--- config.mk ---
export PLATFORM = sky130hd
export DESIGN_NAME = adcq_command_seq
export DESIGN_NICKNAME = d
export VERILOG_FILES = /design/src/common/adcq_pkg.sv /design/src/hdl/adcq_command_seq.sv /design/src/hdl/adcq_i2c_target.sv
export SDC_FILE = /design/constraint.sdc
export NUM_CORES = 1
export LEC_CHECK = 0
export BUFFER_PORTS_ARGS = -buffer_cell sky130_fd_sc_hd__buf_2
export CAP_MARGIN = 20
export CORE_AREA = 3 3 161 163
export DETAILED_ROUTE_END_ITERATION = 16
export DIE_AREA = 0 0 164 166
export PLACE_DENSITY = 0.54
export SLEW_MARGIN = 40
export SYNTH_ARGS = -nofsm -noshare
export SYNTH_HDL_FRONTEND = slang
export SYNTH_SLANG_ARGS = --single-unit
--- constraint.sdc ---
create_clock -name mclk -period 3.65 [get_ports mclk]
set_input_delay 0 -clock mclk [delete_from_list [all_inputs] [get_ports mclk]]
set_output_delay 0 -clock mclk [all_outputs]
set_load 0.01 [all_outputs]
--- src/common/adcq_pkg.sv ---
`default_nettype none
package adcq_pkg;

  // ----------------------------------------
  // command bytes
  // ----------------------------------------
  localparam logic [7:0] CMD_RESET       = 8'h06;
  localparam logic [7:0] CMD_WRITE_CFG   = 8'h40;
  localparam logic [7:0] CMD_READ_CFG    = 8'h20;
  localparam logic [7:0] CMD_START       = 8'h08;
  localparam logic [7:0] CMD_READ_RESULT = 8'h10;
  localparam logic [7:0] CMD_SLEEP       = 8'h02;

  // ----------------------------------------
  // configuration layout
  // ----------------------------------------
  typedef struct packed {
    logic [2:0] inputSelect;
    logic       gain4;
    logic [1:0] rate;
    logic       continuous;
    logic       extRef;
  } adcq_cfg_type;

  localparam adcq_cfg_type CFG_RESET   = adcq_cfg_type'(8'h00);
  localparam logic [2:0]   SEL_SHORTED = 3'h7;

  // ----------------------------------------
  // result coding
  // ----------------------------------------
  localparam int unsigned  LEVEL_W         = 17;
  localparam logic [15:0]  CODE_RESET      = 16'h0000;
  localparam logic [15:0]  CODE_FULL_SCALE = 16'h7fff;
  localparam logic [17:0]  CODE_LIMIT      = 18'h08000;
  localparam logic [7:0]   TX_IDLE_BYTE    = 8'hff;

  // ----------------------------------------
  // timing
  // ----------------------------------------
  localparam int unsigned MCLK_MHZ        = 250;
  localparam int unsigned CONV_TIME_90_US = 11300;
  localparam int unsigned CONV_CYC_90     = CONV_TIME_90_US * MCLK_MHZ;
  localparam int unsigned CONV_CYC_R0_DEF = CONV_CYC_90 * 4;
  localparam int unsigned CONV_CYC_R2_DEF = CONV_CYC_90 / 4;
  localparam int unsigned CONV_CYC_R3_DEF = CONV_CYC_90 / 8;

  // ----------------------------------------
  // link events and read sources
  // ----------------------------------------
  typedef struct packed {
    logic       valid;
    logic       first;
    logic [7:0] data;
  } adcq_rx_type;

  typedef enum logic [1:0] {
    SRC_NONE   = 2'b00,
    SRC_CFG    = 2'b01,
    SRC_RESULT = 2'b10
  } adcq_src_type;

endpackage
`default_nettype wire

--- src/hdl/adcq_command_seq.sv ---
// How it works
// - command 06h restores the default state
// - command 40h plus one byte writes config
// - command 20h returns the config byte
// - command 08h starts; continuous mode keeps converting
// - ready output falls when a result lands
// - command 10h returns two result bytes
// - command 02h stops conversions and sleeps
// - select 111 shorts inputs, code reads zero
// - rate 90 sps takes 11.3 ms
// - code equals input times gain over reference
// - input at full scale saturates, never wraps
// - new-result flag set on completion, cleared on read
`timescale 1ns/100ps
`default_nettype none
module adcq_command_seq #(
  parameter int unsigned CONV_CYC_R0 = adcq_pkg::CONV_CYC_R0_DEF,
  parameter int unsigned CONV_CYC_R1 = adcq_pkg::CONV_CYC_90,
  parameter int unsigned CONV_CYC_R2 = adcq_pkg::CONV_CYC_R2_DEF,
  parameter int unsigned CONV_CYC_R3 = adcq_pkg::CONV_CYC_R3_DEF
) (
  input  wire logic                        mclk,
  input  wire logic                        sys_rst,
  input  wire logic                        sclIn,
  input  wire logic                        sdaIn,
  output logic                             sdaOut,
  output logic                             sdaOe,
  input  wire logic [6:0]                  addrPins,
  input  wire logic [3:0][16:0]            ainLevel,
  output logic                             resultReadyNOut,
  output logic                             resultReadyNOe,
  output adcq_pkg::adcq_cfg_type           cfgOut,
  output logic                             newResult,
  output logic                             converting,
  output logic                             asleep
);
  import adcq_pkg::*;

  logic [6:0]   addrSync1_r;
  logic [6:0]   addrSync2_r;
  adcq_rx_type  rxEvt;
  logic         txTake;
  logic [7:0]   txByte;
  adcq_cfg_type cfg_r;
  logic         expectCfg_r;
  adcq_src_type readSrc_r;
  logic [1:0]   rdIdx_r;
  logic [15:0]  latched_r;
  logic         busy_r;
  logic [31:0]  cnt_r;
  logic [31:0]  convLimit;
  logic         convDone;
  logic         sleep_r;
  logic [15:0]  result_r;
  logic [15:0]  codeNxt;
  logic         newResult_r;
  logic         readyLow_r;
  logic         rearm_r;
  logic         readTake;
  logic         cmdReset;
  logic         cmdWrite;
  logic         cmdReadCfg;
  logic         cmdStart;
  logic         cmdRead;
  logic         cmdSleep;

  // ----------------------------------------
  // address pins and bus engine
  // ----------------------------------------
  always_ff @(posedge mclk)
  begin
    if (sys_rst)
    begin
      addrSync1_r <= 7'h00;
      addrSync2_r <= 7'h00;
    end
    else
    begin
      addrSync1_r <= addrPins;
      addrSync2_r <= addrSync1_r;
    end
  end

  adcq_i2c_target u_adcq_i2c_target (
    .mclk    (mclk),
    .sys_rst (sys_rst),
    .sclIn   (sclIn),
    .sdaIn   (sdaIn),
    .sdaOut  (sdaOut),
    .sdaOe   (sdaOe),
    .devAddr (addrSync2_r),
    .txByte  (txByte),
    .txTake  (txTake),
    .rxEvt   (rxEvt)
  );

  // ----------------------------------------
  // command decode
  // ----------------------------------------
  // the first byte of every write is a command
  assign cmdReset   = rxEvt.valid && rxEvt.first && (rxEvt.data == CMD_RESET);
  assign cmdWrite   = rxEvt.valid && rxEvt.first && (rxEvt.data == CMD_WRITE_CFG);
  assign cmdReadCfg = rxEvt.valid && rxEvt.first && (rxEvt.data == CMD_READ_CFG);
  assign cmdStart   = rxEvt.valid && rxEvt.first && (rxEvt.data == CMD_START);
  assign cmdRead    = rxEvt.valid && rxEvt.first && (rxEvt.data == CMD_READ_RESULT);
  assign cmdSleep   = rxEvt.valid && rxEvt.first && (rxEvt.data == CMD_SLEEP);
  assign readTake   = txTake && (readSrc_r == SRC_RESULT) && (rdIdx_r == 2'h0);

  always_ff @(posedge mclk)
  begin
    if (sys_rst || cmdReset)
    begin
      cfg_r       <= CFG_RESET;
      expectCfg_r <= 1'b0;
    end
    else if (rxEvt.valid)
    begin
      if (expectCfg_r && !rxEvt.first)
        cfg_r <= adcq_cfg_type'(rxEvt.data);
      expectCfg_r <= cmdWrite;
    end
  end

  // ----------------------------------------
  // read-back path
  // ----------------------------------------
  always_ff @(posedge mclk)
  begin
    if (sys_rst)
    begin
      readSrc_r <= SRC_NONE;
      rdIdx_r   <= 2'h0;
      latched_r <= CODE_RESET;
    end
    else if (rxEvt.valid && rxEvt.first)
    begin
      readSrc_r <= cmdReadCfg ? SRC_CFG : (cmdRead ? SRC_RESULT : SRC_NONE);
      rdIdx_r   <= 2'h0;
      if (cmdRead)
        latched_r <= result_r;
    end
    else if (txTake && (rdIdx_r != 2'h3))
      rdIdx_r <= 2'(rdIdx_r + 2'h1);
  end

  always_comb
  begin
    txByte = TX_IDLE_BYTE;
    unique case (readSrc_r)
      SRC_CFG:
        if (rdIdx_r == 2'h0)
          txByte = cfg_r;
      SRC_RESULT:
        if (rdIdx_r == 2'h0)
          txByte = latched_r[15:8];
        else if (rdIdx_r == 2'h1)
          txByte = latched_r[7:0];
      default:
        txByte = TX_IDLE_BYTE;
    endcase
  end

  // ----------------------------------------
  // conversion timing
  // ----------------------------------------
  always_comb
  begin
    unique case (cfg_r.rate)
      2'b00: convLimit = 32'(CONV_CYC_R0);
      2'b01: convLimit = 32'(CONV_CYC_R1);
      2'b10: convLimit = 32'(CONV_CYC_R2);
      2'b11: convLimit = 32'(CONV_CYC_R3);
    endcase
  end

  // a stop, reset or restart in the last cycle discards that result
  assign convDone = busy_r && (cnt_r >= 32'(convLimit - 32'h1)) && !cmdStart && !cmdReset && !cmdSleep;

  always_ff @(posedge mclk)
  begin
    if (sys_rst || cmdReset || cmdSleep)
    begin
      busy_r <= 1'b0;
      cnt_r  <= 32'h0;
    end
    else if (cmdStart)
    begin
      busy_r <= 1'b1;
      cnt_r  <= 32'h0;
    end
    else if (convDone)
    begin
      busy_r <= cfg_r.continuous;
      cnt_r  <= 32'h0;
    end
    else if (busy_r)
      cnt_r <= 32'(cnt_r + 32'h1);
  end

  always_ff @(posedge mclk)
  begin
    if (sys_rst || cmdReset || cmdStart)
      sleep_r <= 1'b0;
    else if (cmdSleep)
      sleep_r <= 1'b1;
  end

  // ----------------------------------------
  // result coding
  // ----------------------------------------
  // level counts 2^16 per reference volt; code = level * gain / 2
  always_comb
  begin
    logic [16:0] level;
    logic [18:0] scaled;
    level  = (cfg_r.inputSelect == SEL_SHORTED) ? 17'h00000 : ainLevel[cfg_r.inputSelect[1:0]];
    scaled = cfg_r.gain4 ? {level, 2'b00} : {2'b00, level};
    if (scaled[18:1] >= CODE_LIMIT)
      codeNxt = CODE_FULL_SCALE;
    else
      codeNxt = scaled[16:1];
  end

  always_ff @(posedge mclk)
  begin
    if (sys_rst || cmdReset)
      result_r <= CODE_RESET;
    else if (convDone)
      result_r <= codeNxt;
  end

  // ----------------------------------------
  // new-result flag and ready pin
  // ----------------------------------------
  always_ff @(posedge mclk)
  begin
    if (sys_rst)
      newResult_r <= 1'b0;
    else if (convDone)
      newResult_r <= 1'b1;
    else if (readTake || cmdReset)
      newResult_r <= 1'b0;
  end

  // an unread result is dropped high for one cycle so the next one falls again
  always_ff @(posedge mclk)
  begin
    if (sys_rst)
    begin
      readyLow_r <= 1'b0;
      rearm_r    <= 1'b0;
    end
    else if (convDone)
    begin
      readyLow_r <= !readyLow_r;
      rearm_r    <= readyLow_r;
    end
    else if (rearm_r || readTake || cmdStart || cmdReset || cmdSleep)
    begin
      // a start, reset or sleep command drops a pending rearm, a read alone does not
      readyLow_r <= rearm_r && !cmdStart && !cmdReset && !cmdSleep;
      rearm_r    <= 1'b0;
    end
  end

  assign resultReadyNOut = 1'b0;
  assign resultReadyNOe  = readyLow_r;
  assign cfgOut          = cfg_r;
  assign newResult       = newResult_r;
  assign converting      = busy_r;
  assign asleep          = sleep_r;

  // ----------------------------------------
  // checks
  // ----------------------------------------
  property p_reset_cmd;
    @(posedge mclk) disable iff (sys_rst)
    cmdReset |=> (cfg_r == CFG_RESET) && !busy_r && !newResult_r && (result_r == CODE_RESET);
  endproperty
  a_reset_cmd: assert property (p_reset_cmd) else $error("reset command left old state");

  property p_write_cfg;
    @(posedge mclk) disable iff (sys_rst)
    (rxEvt.valid && !rxEvt.first && expectCfg_r) |=> (cfg_r == $past(rxEvt.data));
  endproperty
  a_write_cfg: assert property (p_write_cfg) else $error("config byte not stored");

  property p_read_cfg;
    @(posedge mclk) disable iff (sys_rst)
    cmdReadCfg |=> (readSrc_r == SRC_CFG) && (txByte == cfg_r);
  endproperty
  a_read_cfg: assert property (p_read_cfg) else $error("config read-back wrong");

  property p_start;
    @(posedge mclk) disable iff (sys_rst)
    cmdStart |=> busy_r && (cnt_r == 32'h0) && !sleep_r && !readyLow_r;
  endproperty
  a_start: assert property (p_start) else $error("start did not begin a conversion");

  property p_ready_falls;
    @(posedge mclk) disable iff (sys_rst)
    convDone |-> ##[1:2] (readyLow_r || $past(cmdStart || cmdReset || cmdSleep));
  endproperty
  a_ready_falls: assert property (p_ready_falls) else $error("ready pin did not fall");

  property p_read_order;
    @(posedge mclk) disable iff (sys_rst)
    cmdRead |=> (latched_r == $past(result_r)) && (txByte == latched_r[15:8]);
  endproperty
  a_read_order: assert property (p_read_order) else $error("result not sent msb first");

  property p_sleep;
    @(posedge mclk) disable iff (sys_rst)
    cmdSleep |=> (!busy_r && sleep_r && !readyLow_r) [*2];
  endproperty
  a_sleep: assert property (p_sleep) else $error("sleep did not stop conversions");

  property p_shorted;
    @(posedge mclk) disable iff (sys_rst)
    (convDone && (cfg_r.inputSelect == SEL_SHORTED)) |=> (result_r == 16'h0000);
  endproperty
  a_shorted: assert property (p_shorted) else $error("shorted input gave nonzero code");

  property p_conv_len;
    @(posedge mclk) disable iff (sys_rst)
    (convDone && $stable(cfg_r.rate)) |-> (cnt_r == 32'(convLimit - 32'h1));
  endproperty
  a_conv_len: assert property (p_conv_len) else $error("conversion length wrong");

  property p_saturate;
    @(posedge mclk) disable iff (sys_rst)
    (convDone && (ainLevel[cfg_r.inputSelect[1:0]] >= (cfg_r.gain4 ? 17'h04000 : 17'h10000))
      && (cfg_r.inputSelect != SEL_SHORTED)) |=> (result_r == CODE_FULL_SCALE);
  endproperty
  a_saturate: assert property (p_saturate) else $error("full-scale input wrapped");

  property p_flag_clear;
    @(posedge mclk) disable iff (sys_rst)
    (readTake && !convDone && !rearm_r) |=> !newResult_r ##1 (!readyLow_r || rearm_r || $past(convDone));
  endproperty
  a_flag_clear: assert property (p_flag_clear) else $error("read did not clear result flag");

  property p_rearm;
    @(posedge mclk) disable iff (sys_rst)
    (convDone && readyLow_r) |=> !readyLow_r ##1 (readyLow_r || $past(cmdStart || cmdReset || cmdSleep));
  endproperty
  a_rearm: assert property (p_rearm) else $error("unread result gave no fresh edge");

endmodule // adcq_command_seq
`default_nettype wire

--- src/hdl/adcq_i2c_target.sv ---
`timescale 1ns/100ps
`default_nettype none
module adcq_i2c_target (
  input  wire logic                  mclk,
  input  wire logic                  sys_rst,
  input  wire logic                  sclIn,
  input  wire logic                  sdaIn,
  output logic                       sdaOut,
  output logic                       sdaOe,
  input  wire logic [6:0]            devAddr,
  input  wire logic [7:0]            txByte,
  output logic                       txTake,
  output adcq_pkg::adcq_rx_type      rxEvt
);
  import adcq_pkg::*;

  typedef enum logic [2:0] {
    BUS_IDLE     = 3'b000,
    BUS_ADDR     = 3'b001,
    BUS_ADDR_ACK = 3'b010,
    BUS_WRITE    = 3'b011,
    BUS_WR_ACK   = 3'b100,
    BUS_READ     = 3'b101,
    BUS_RD_ACK   = 3'b110
  } adcq_bus_type;

  adcq_bus_type state_r;
  logic [1:0]   sclSync_r;
  logic [1:0]   sdaSync_r;
  logic         sclPrev_r;
  logic         sdaPrev_r;
  logic [7:0]   shift_r;
  logic [3:0]   bitCnt_r;
  logic         rw_r;
  logic         acked_r;
  logic         first_r;
  logic         sdaLow_r;
  logic         sclRise;
  logic         sclFall;
  logic         startCond;
  logic         stopCond;
  logic         byteIn;

  // ----------------------------------------
  // pin synchronisers
  // ----------------------------------------
  always_ff @(posedge mclk)
  begin
    if (sys_rst)
    begin
      sclSync_r <= 2'h3;
      sdaSync_r <= 2'h3;
      sclPrev_r <= 1'b1;
      sdaPrev_r <= 1'b1;
    end
    else
    begin
      sclSync_r <= {sclSync_r[0], sclIn};
      sdaSync_r <= {sdaSync_r[0], sdaIn};
      sclPrev_r <= sclSync_r[1];
      sdaPrev_r <= sdaSync_r[1];
    end
  end

  assign sclRise   = sclSync_r[1] & ~sclPrev_r;
  assign sclFall   = ~sclSync_r[1] & sclPrev_r;
  assign startCond = sclSync_r[1] & sclPrev_r & sdaPrev_r & ~sdaSync_r[1];
  assign stopCond  = sclSync_r[1] & sclPrev_r & ~sdaPrev_r & sdaSync_r[1];
  assign byteIn    = sclFall && (bitCnt_r == 4'h8);
  assign txTake    = sclFall && (((state_r == BUS_ADDR_ACK) && rw_r) || ((state_r == BUS_RD_ACK) && acked_r));

  // ----------------------------------------
  // byte engine
  // ----------------------------------------
  always_ff @(posedge mclk)
  begin
    if (sys_rst)
    begin
      state_r  <= BUS_IDLE;
      shift_r  <= 8'h00;
      bitCnt_r <= 4'h0;
      rw_r     <= 1'b0;
      acked_r  <= 1'b0;
      first_r  <= 1'b0;
      sdaLow_r <= 1'b0;
    end
    else if (startCond)
    begin
      state_r  <= BUS_ADDR;
      bitCnt_r <= 4'h0;
      sdaLow_r <= 1'b0;
    end
    else if (stopCond)
    begin
      state_r  <= BUS_IDLE;
      sdaLow_r <= 1'b0;
    end
    else if (txTake)
    begin
      // msb leaves first, data sits on the line before the next rise
      state_r  <= BUS_READ;
      sdaLow_r <= ~txByte[7];
      shift_r  <= {txByte[6:0], 1'b0};
      bitCnt_r <= 4'h0;
    end
    else
    begin
      unique case (state_r)
        BUS_IDLE:
        begin
        end
        BUS_ADDR, BUS_WRITE:
        begin
          if (sclRise)
          begin
            shift_r  <= {shift_r[6:0], sdaSync_r[1]};
            bitCnt_r <= 4'(bitCnt_r + 4'h1);
          end
          else if (byteIn && (state_r == BUS_WRITE))
          begin
            sdaLow_r <= 1'b1;
            state_r  <= BUS_WR_ACK;
          end
          else if (byteIn && (shift_r[7:1] == devAddr))
          begin
            sdaLow_r <= 1'b1;
            rw_r     <= shift_r[0];
            first_r  <= 1'b1;
            state_r  <= BUS_ADDR_ACK;
          end
          else if (byteIn)
          begin
            state_r <= BUS_IDLE;
          end
        end
        BUS_ADDR_ACK, BUS_WR_ACK:
        begin
          if (sclFall)
          begin
            sdaLow_r <= 1'b0;
            bitCnt_r <= 4'h0;
            first_r  <= (state_r == BUS_ADDR_ACK);
            state_r  <= BUS_WRITE;
          end
        end
        BUS_READ:
        begin
          if (sclFall && (bitCnt_r == 4'h7))
          begin
            sdaLow_r <= 1'b0;
            state_r  <= BUS_RD_ACK;
          end
          else if (sclFall)
          begin
            sdaLow_r <= ~shift_r[7];
            shift_r  <= {shift_r[6:0], 1'b0};
            bitCnt_r <= 4'(bitCnt_r + 4'h1);
          end
        end
        BUS_RD_ACK:
        begin
          // a nack ends the read; the host must then stop or restart
          if (sclRise)
            acked_r <= ~sdaSync_r[1];
          else if (sclFall)
            state_r <= BUS_IDLE;
        end
        default:
          state_r <= BUS_IDLE;
      endcase
    end
  end

  // ----------------------------------------
  // received byte event
  // ----------------------------------------
  always_ff @(posedge mclk)
  begin
    if (sys_rst)
      rxEvt <= '0;
    else
    begin
      rxEvt.valid <= byteIn && (state_r == BUS_WRITE) && !startCond && !stopCond;
      rxEvt.first <= first_r;
      rxEvt.data  <= shift_r;
    end
  end

  assign sdaOut = 1'b0;
  assign sdaOe  = sdaLow_r;

endmodule // adcq_i2c_target
`default_nettype wire

# After elaboration in Yosys (flattened, before gate mapping)
# Index checks and enable logic that the tools add are counted.
# Widths: inputs -> output; s select.
[classes]
add_sub_neg = 4
n_lt_le_gt_ge = 3
n_eq_ne = 50
muxes = 55
bitwise = 19
n_reduce_logical = 70
[ops]
columns = ["operator", "n"]
rows = [
  ["$pmux 32 s4", 1],
  ["$mux 8", 7],
  ["$bmux 17 s2", 1],
  ["$mux 17", 2],
  ["$add 32x1->32 const B", 1],
  ["$ge 32x32->1", 1],
  ["$pmux 8 s2", 2],
  ["$sub 32x1->32 const B", 1],
  ["$reduce_and 7->1", 4],
  ["$logic_and 1x1->1", 27],
  ["$mux 3", 9],
  ["$mux 1", 20],
  ["$mux 4", 5],
  ["$ne 5x2->1 const B", 4],
  ["$mux 19", 1],
  ["$ge 18x16->1 const B", 1],
  ["$mux 16", 1],
  ["$ne 3x2->1 const B", 5],
  ["$pmux 3 s5", 1],
  ["$eq 3x3->1 const B", 4],
  ["$ne 4x2->1 const B", 3],
  ["$not 1->1", 12],
  ["$pmux 4 s3", 1],
  ["$reduce_and 6->1", 2],
  ["39 further kinds", 85],
]
[totals]
register_bits = 131
inputBits = 79
out_inout_bits = 15
elab_cells = 235

# Depth between registers and ports, before layout
[logic_depth]
depth_word = 12
mapped_depth = 15

# Modules after synthesis
# A second synthesis with hierarchy kept.
[hier_totals]
hier_cells = 826
area_unflattened_um2 = 7231.9
[by_module_without_submodules]
columns = ["module", "instances", "cells_per_inst", "area_per_inst_um2"]
rows = [
  ["adcq_command_seq", 1, 621, 5464.0],
  ["adcq_i2c_target", 1, 205, 1767.9],
]

# Worst setup path before layout
# OpenSTA, ideal clock, no wires.
[synth_path]
path_type = "register to register"
start = "register cfg_r, in the netlist cfgOut[3]"
end = "register cnt_r[18]"
setup_ns = 0.119
arrival_ns = 3.305
path_slack_ns = 0.226
path_stages_with_launch = 14
cell_sequence = "dfxtp_1 inv_1 ha_1 nor4_1 xnor2_1 nor2_1 ha_1 nand4_1 or4b_2 a31oi_4 or4_1 buf_6 buf_12 nor2_4"
[synth_between]
elab_chain_cells = 9
[synth_rtl]
columns = ["item", "line", "source"]
rows = [
  ["start, declared", "adcq_command_seq.sv:44", "adcq_cfg_type cfg_r;"],
  ["start signal, assigned", "adcq_command_seq.sv:119", "cfg_r <= adcq_cfg_type'(rxEvt.data);"],
  ["$eq 2x2->1 (tied with other cells)", "adcq_command_seq.sv:168", "unique case (cfg_r.rate)"],
  ["$pmux 32 s4 *", "adcq_command_seq.sv:168", ""],
  ["$sub 32x1->32 *", "adcq_command_seq.sv:177", "assign convDone = busy_r && (cnt_r >= 32'(convLimit - 32'h1)) && !cmdStart && !cmdReset && !cmdSleep;"],
  ["$ge 32x32->1 *", "adcq_command_seq.sv:177", ""],
  ["$logic_and 1x1->1 * (4 in a row)", "adcq_command_seq.sv:177", ""],
  ["$reduce_or 3->1 (no line) *", "-", ""],
  ["end signal, assigned", "adcq_command_seq.sv:197", "cnt_r <= 32'(cnt_r + 32'h1);"],
  ["end, declared", "adcq_command_seq.sv:50", "logic [31:0] cnt_r;"],
]
# Mark *: on every way between the ends. The rest lies on a longest branch, timed or not. The select of a mux whose other input is x is not followed.
# A chain may end at the register's enable or synchronous reset.

# Worst setup path in the final report
[layout_path]
start = "register cfg_r, in the netlist cfgOut[2]"
end = "register cnt_r[1]"
# The elaborated chain is that of the path after synthesis.

==> flow_summary.toml <==
[outcome]
outcome = "completed"

[drt]
drtAntennaViolNets = 0
dr.pass1.iters = 5
via_count = 5991
post_drt_wl_per_cell_um = 14.2
drc = 0
drtIter0Drc = 268
viasPerCell = 4.87
drt_wl_total_mm = 17.5

[power_and_ir_drop]
irDropWorstVdd_mv = 0.286
power_density_nw_per_um2 = 378
finalPower_w = 0.00333
power_leakage_nw = 3.52

[global_route]
track_usage_pct = 13.1
antenna_found_initial = 0
grt_start_max_net_pins = 49
grt-ovfl-total = 0
grt_pass1_vias = 5791
grt_pass1_wl_mm = 29.2

[worst_setup_path]
critPathSlowestCell = "or4b_2"
cp.depth = 11
path_cells = "inv_1, ha_1, buf_4, ha_1, nand2_1, nor4_2, or4b_2, a31oi_4, or4_2, buf_4, nor2_1"
crit_arrival_ps = 3700
worstPathMaxFanout = 15
worstPathRequired_ps = 3940
start_kind = "flop"
critPathMaxStageDelay_ps = 680
path_class = "reg2reg"
critPathBufInv = 3
critPathCaptureType = "flop"
reg2regPathDepth = 11
cp_top_family = "simple AND/OR/NAND/NOR gates"

[worst_hold_path]
hold_class = "in2reg"
min_delay_path_depth = 5

[final_layout]
layout_commonest_cell = "dfxtp_1"
layout-drive-gt1-share_pct = 22.4
syn2layout_area_growth_pct = 20.2
final_cell_mix = "dfxtp_1 (130), buf_2 (91), nor2_1 (69)"
fin_area_um2 = 8820
final_cells = 1230
nNetsFinal = 1013
num_antenna_cells = 0

[synthesis]
synth_area_um2 = 7340
syn_inst = 800
synth_edf_count = 0
seq_area_frac_synth_pct = 35.7
synth.top_cell.area_share_pct = 35.7
synthFlopType = "dfxtp_1"
synth_area_leader_cell = "dfxtp_1"
async_flop_share_pct = 0
synth_area_leaders = "dfxtp_1 (36%), mux2i_1 (7.8%), ha_1 (7.0%), nor2_4 (4.6%), nor2_1 (3.5%)"
synth_cell_types = 66
ys_seq_elements = 131
postSynthAreaPerCell_um2 = 9.18
yosys_warnings = 0

[sta]
worst_slew_margin_rel_pct = 51.3
fmax_ghz = 0.293
finalCritPeriodShare_pct = 93.4
drv_slew = 0
grt_setup_unrepaired = "no"
whs_ps = 135
fin_crit_ps = 3410
fin_tns_setup_ps = 0
tightest_slew_ps = 730
setup-violations-final = 0
hold_violations = 0
clock_skew_ps = 12.5

[floorplan]
chipWidth_um = 164
num_rows = 57
ios = 94
initial_utilization_pct = 30.0
die_area_um2 = 27200
die_h_um = 166
core_um2 = 24500

[placed_design]
dp_hpwl_mm = 13.0
port-buffer-count = 91
placed_cell_area_um2 = 8110
routabilityCongestion = 0.783
placedCellCount = 1188

[clock_tree]
cts_buffers = 17
htree_num_levels = 4
path_clk_slew_ps = 60
post_cts_buffers = 0
clk_latency_ps = 420
cts-root-buf = "clkbuf_16"
clockBufferDepth = 2
clock-sinks = 131
cts_tree = "built"

[run]
drv_cap = 0
-- cell families (layout without fill, tap and decap cells) --
group	count (synthesis)	in the layout	share of synthesized area (%)
simple gates	287	287	23.1
flops	131	131	35.7
mux	70	70	10.2
xor+xnor	43	43	5.13
fa+ha+maj	41	41	6.99
buf+inv	74	179	4.75
other cells	2	3	0.102
compound gates	152	152	14.0
-- final timing paths --
kind	from	end	slack [ps]
worst max register to register	cfgOut[2]$_SDFFE_PP0P_	cnt_r[1]$_SDFFE_PP0P_	240
worst min register to register	u_adcq_i2c_target.sclSync_r[0]$_SDFF_PP1_	u_adcq_i2c_target.sclSync_r[1]$_SDFF_PP1_	410
worst min-delay path	ainLevel[1]	result_r[0]$_SDFFE_PP0P_	140
worst max-delay path	cfgOut[2]$_SDFFE_PP0P_	cnt_r[1]$_SDFFE_PP0P_	240
-- registers in the layout (all words and copies together) (netlist names), 2 cells and up --
register / flops
addrSync1_r: 7
addrSync2_r: 7
cfgOut: 8
cnt_r: 32
latched_r: 16
rdIdx_r: 2
readSrc_r: 2
result_r: 16
u_adcq_i2c_target.bitCnt_r: 4
u_adcq_i2c_target.rxEvt: 10
u_adcq_i2c_target.sclSync_r: 2
u_adcq_i2c_target.sdaSync_r: 2
u_adcq_i2c_target.shift_r: 8
u_adcq_i2c_target.state_r: 3
-- what timing repair did --
| action | 4_1_cts | 5_1_grt |
|---|---|---|
| hold endpoints to repair | 19 | 0 |
| endpoints found under the setup margin | 0 | 50 |
| hold buffers | 10 | 0 |
| resized for setup | 0 | 5 |
-- report_power, final --
group / leakage [nW] / switching (W) / internal (W)
combinational: 2.17 / 0.0000855 / 0.0000811
clock: 0.286 / 0.000673 / 0.00103
sequential: 1.06 / 0.0000149 / 0.00145
-- synth_stat cells, drive strengths merged (16+ instances only) --
library cell and instances:
dfxtp 131, nor2 99, mux2i 57, a21oi 49, ha 41, nand2 34, nor2b 32, clkbuf 29
inv 29, o21ai 27, nor3 25, xnor2 22, a221oi 21, xor2 21, a211oi 20, nand3 18
nand4 16
-- metrics by stage --
step	worst slack (ps)	utilization, %
floorplan	226	-
global placement	115	33.1
detailed placement	81.9	33.1
CTS	62.6	36.0
global route	5.16	36.1
finish	242	36.1
-- layout make-up --
type                       instances  area (µm²)
multi-input combinational        596        4410
sequential                       131        2620
timing repair buffer             117         679
clock inverter                    13         149
clock buffer                      19         443
fill                            2505       15600
inverter                          30         113
tap                              324         405
-- worst min-delay path: stages --
cell      delay, ps
buf_2            90
mux2i_1         110
a21oi_1         120
nand2b_1        100
a221oi_1         70
-- routing by layer --
metal  track usage (%)  vias up  share of wire [%]
met5                 0        -                  0
li1                  -     3041                  -
met4              3.60        0                1.2
met3              2.87       15                2.9
met2              21.8       89                 49
met1              17.2     2846                 47
(Power assumes the default switching activity.)
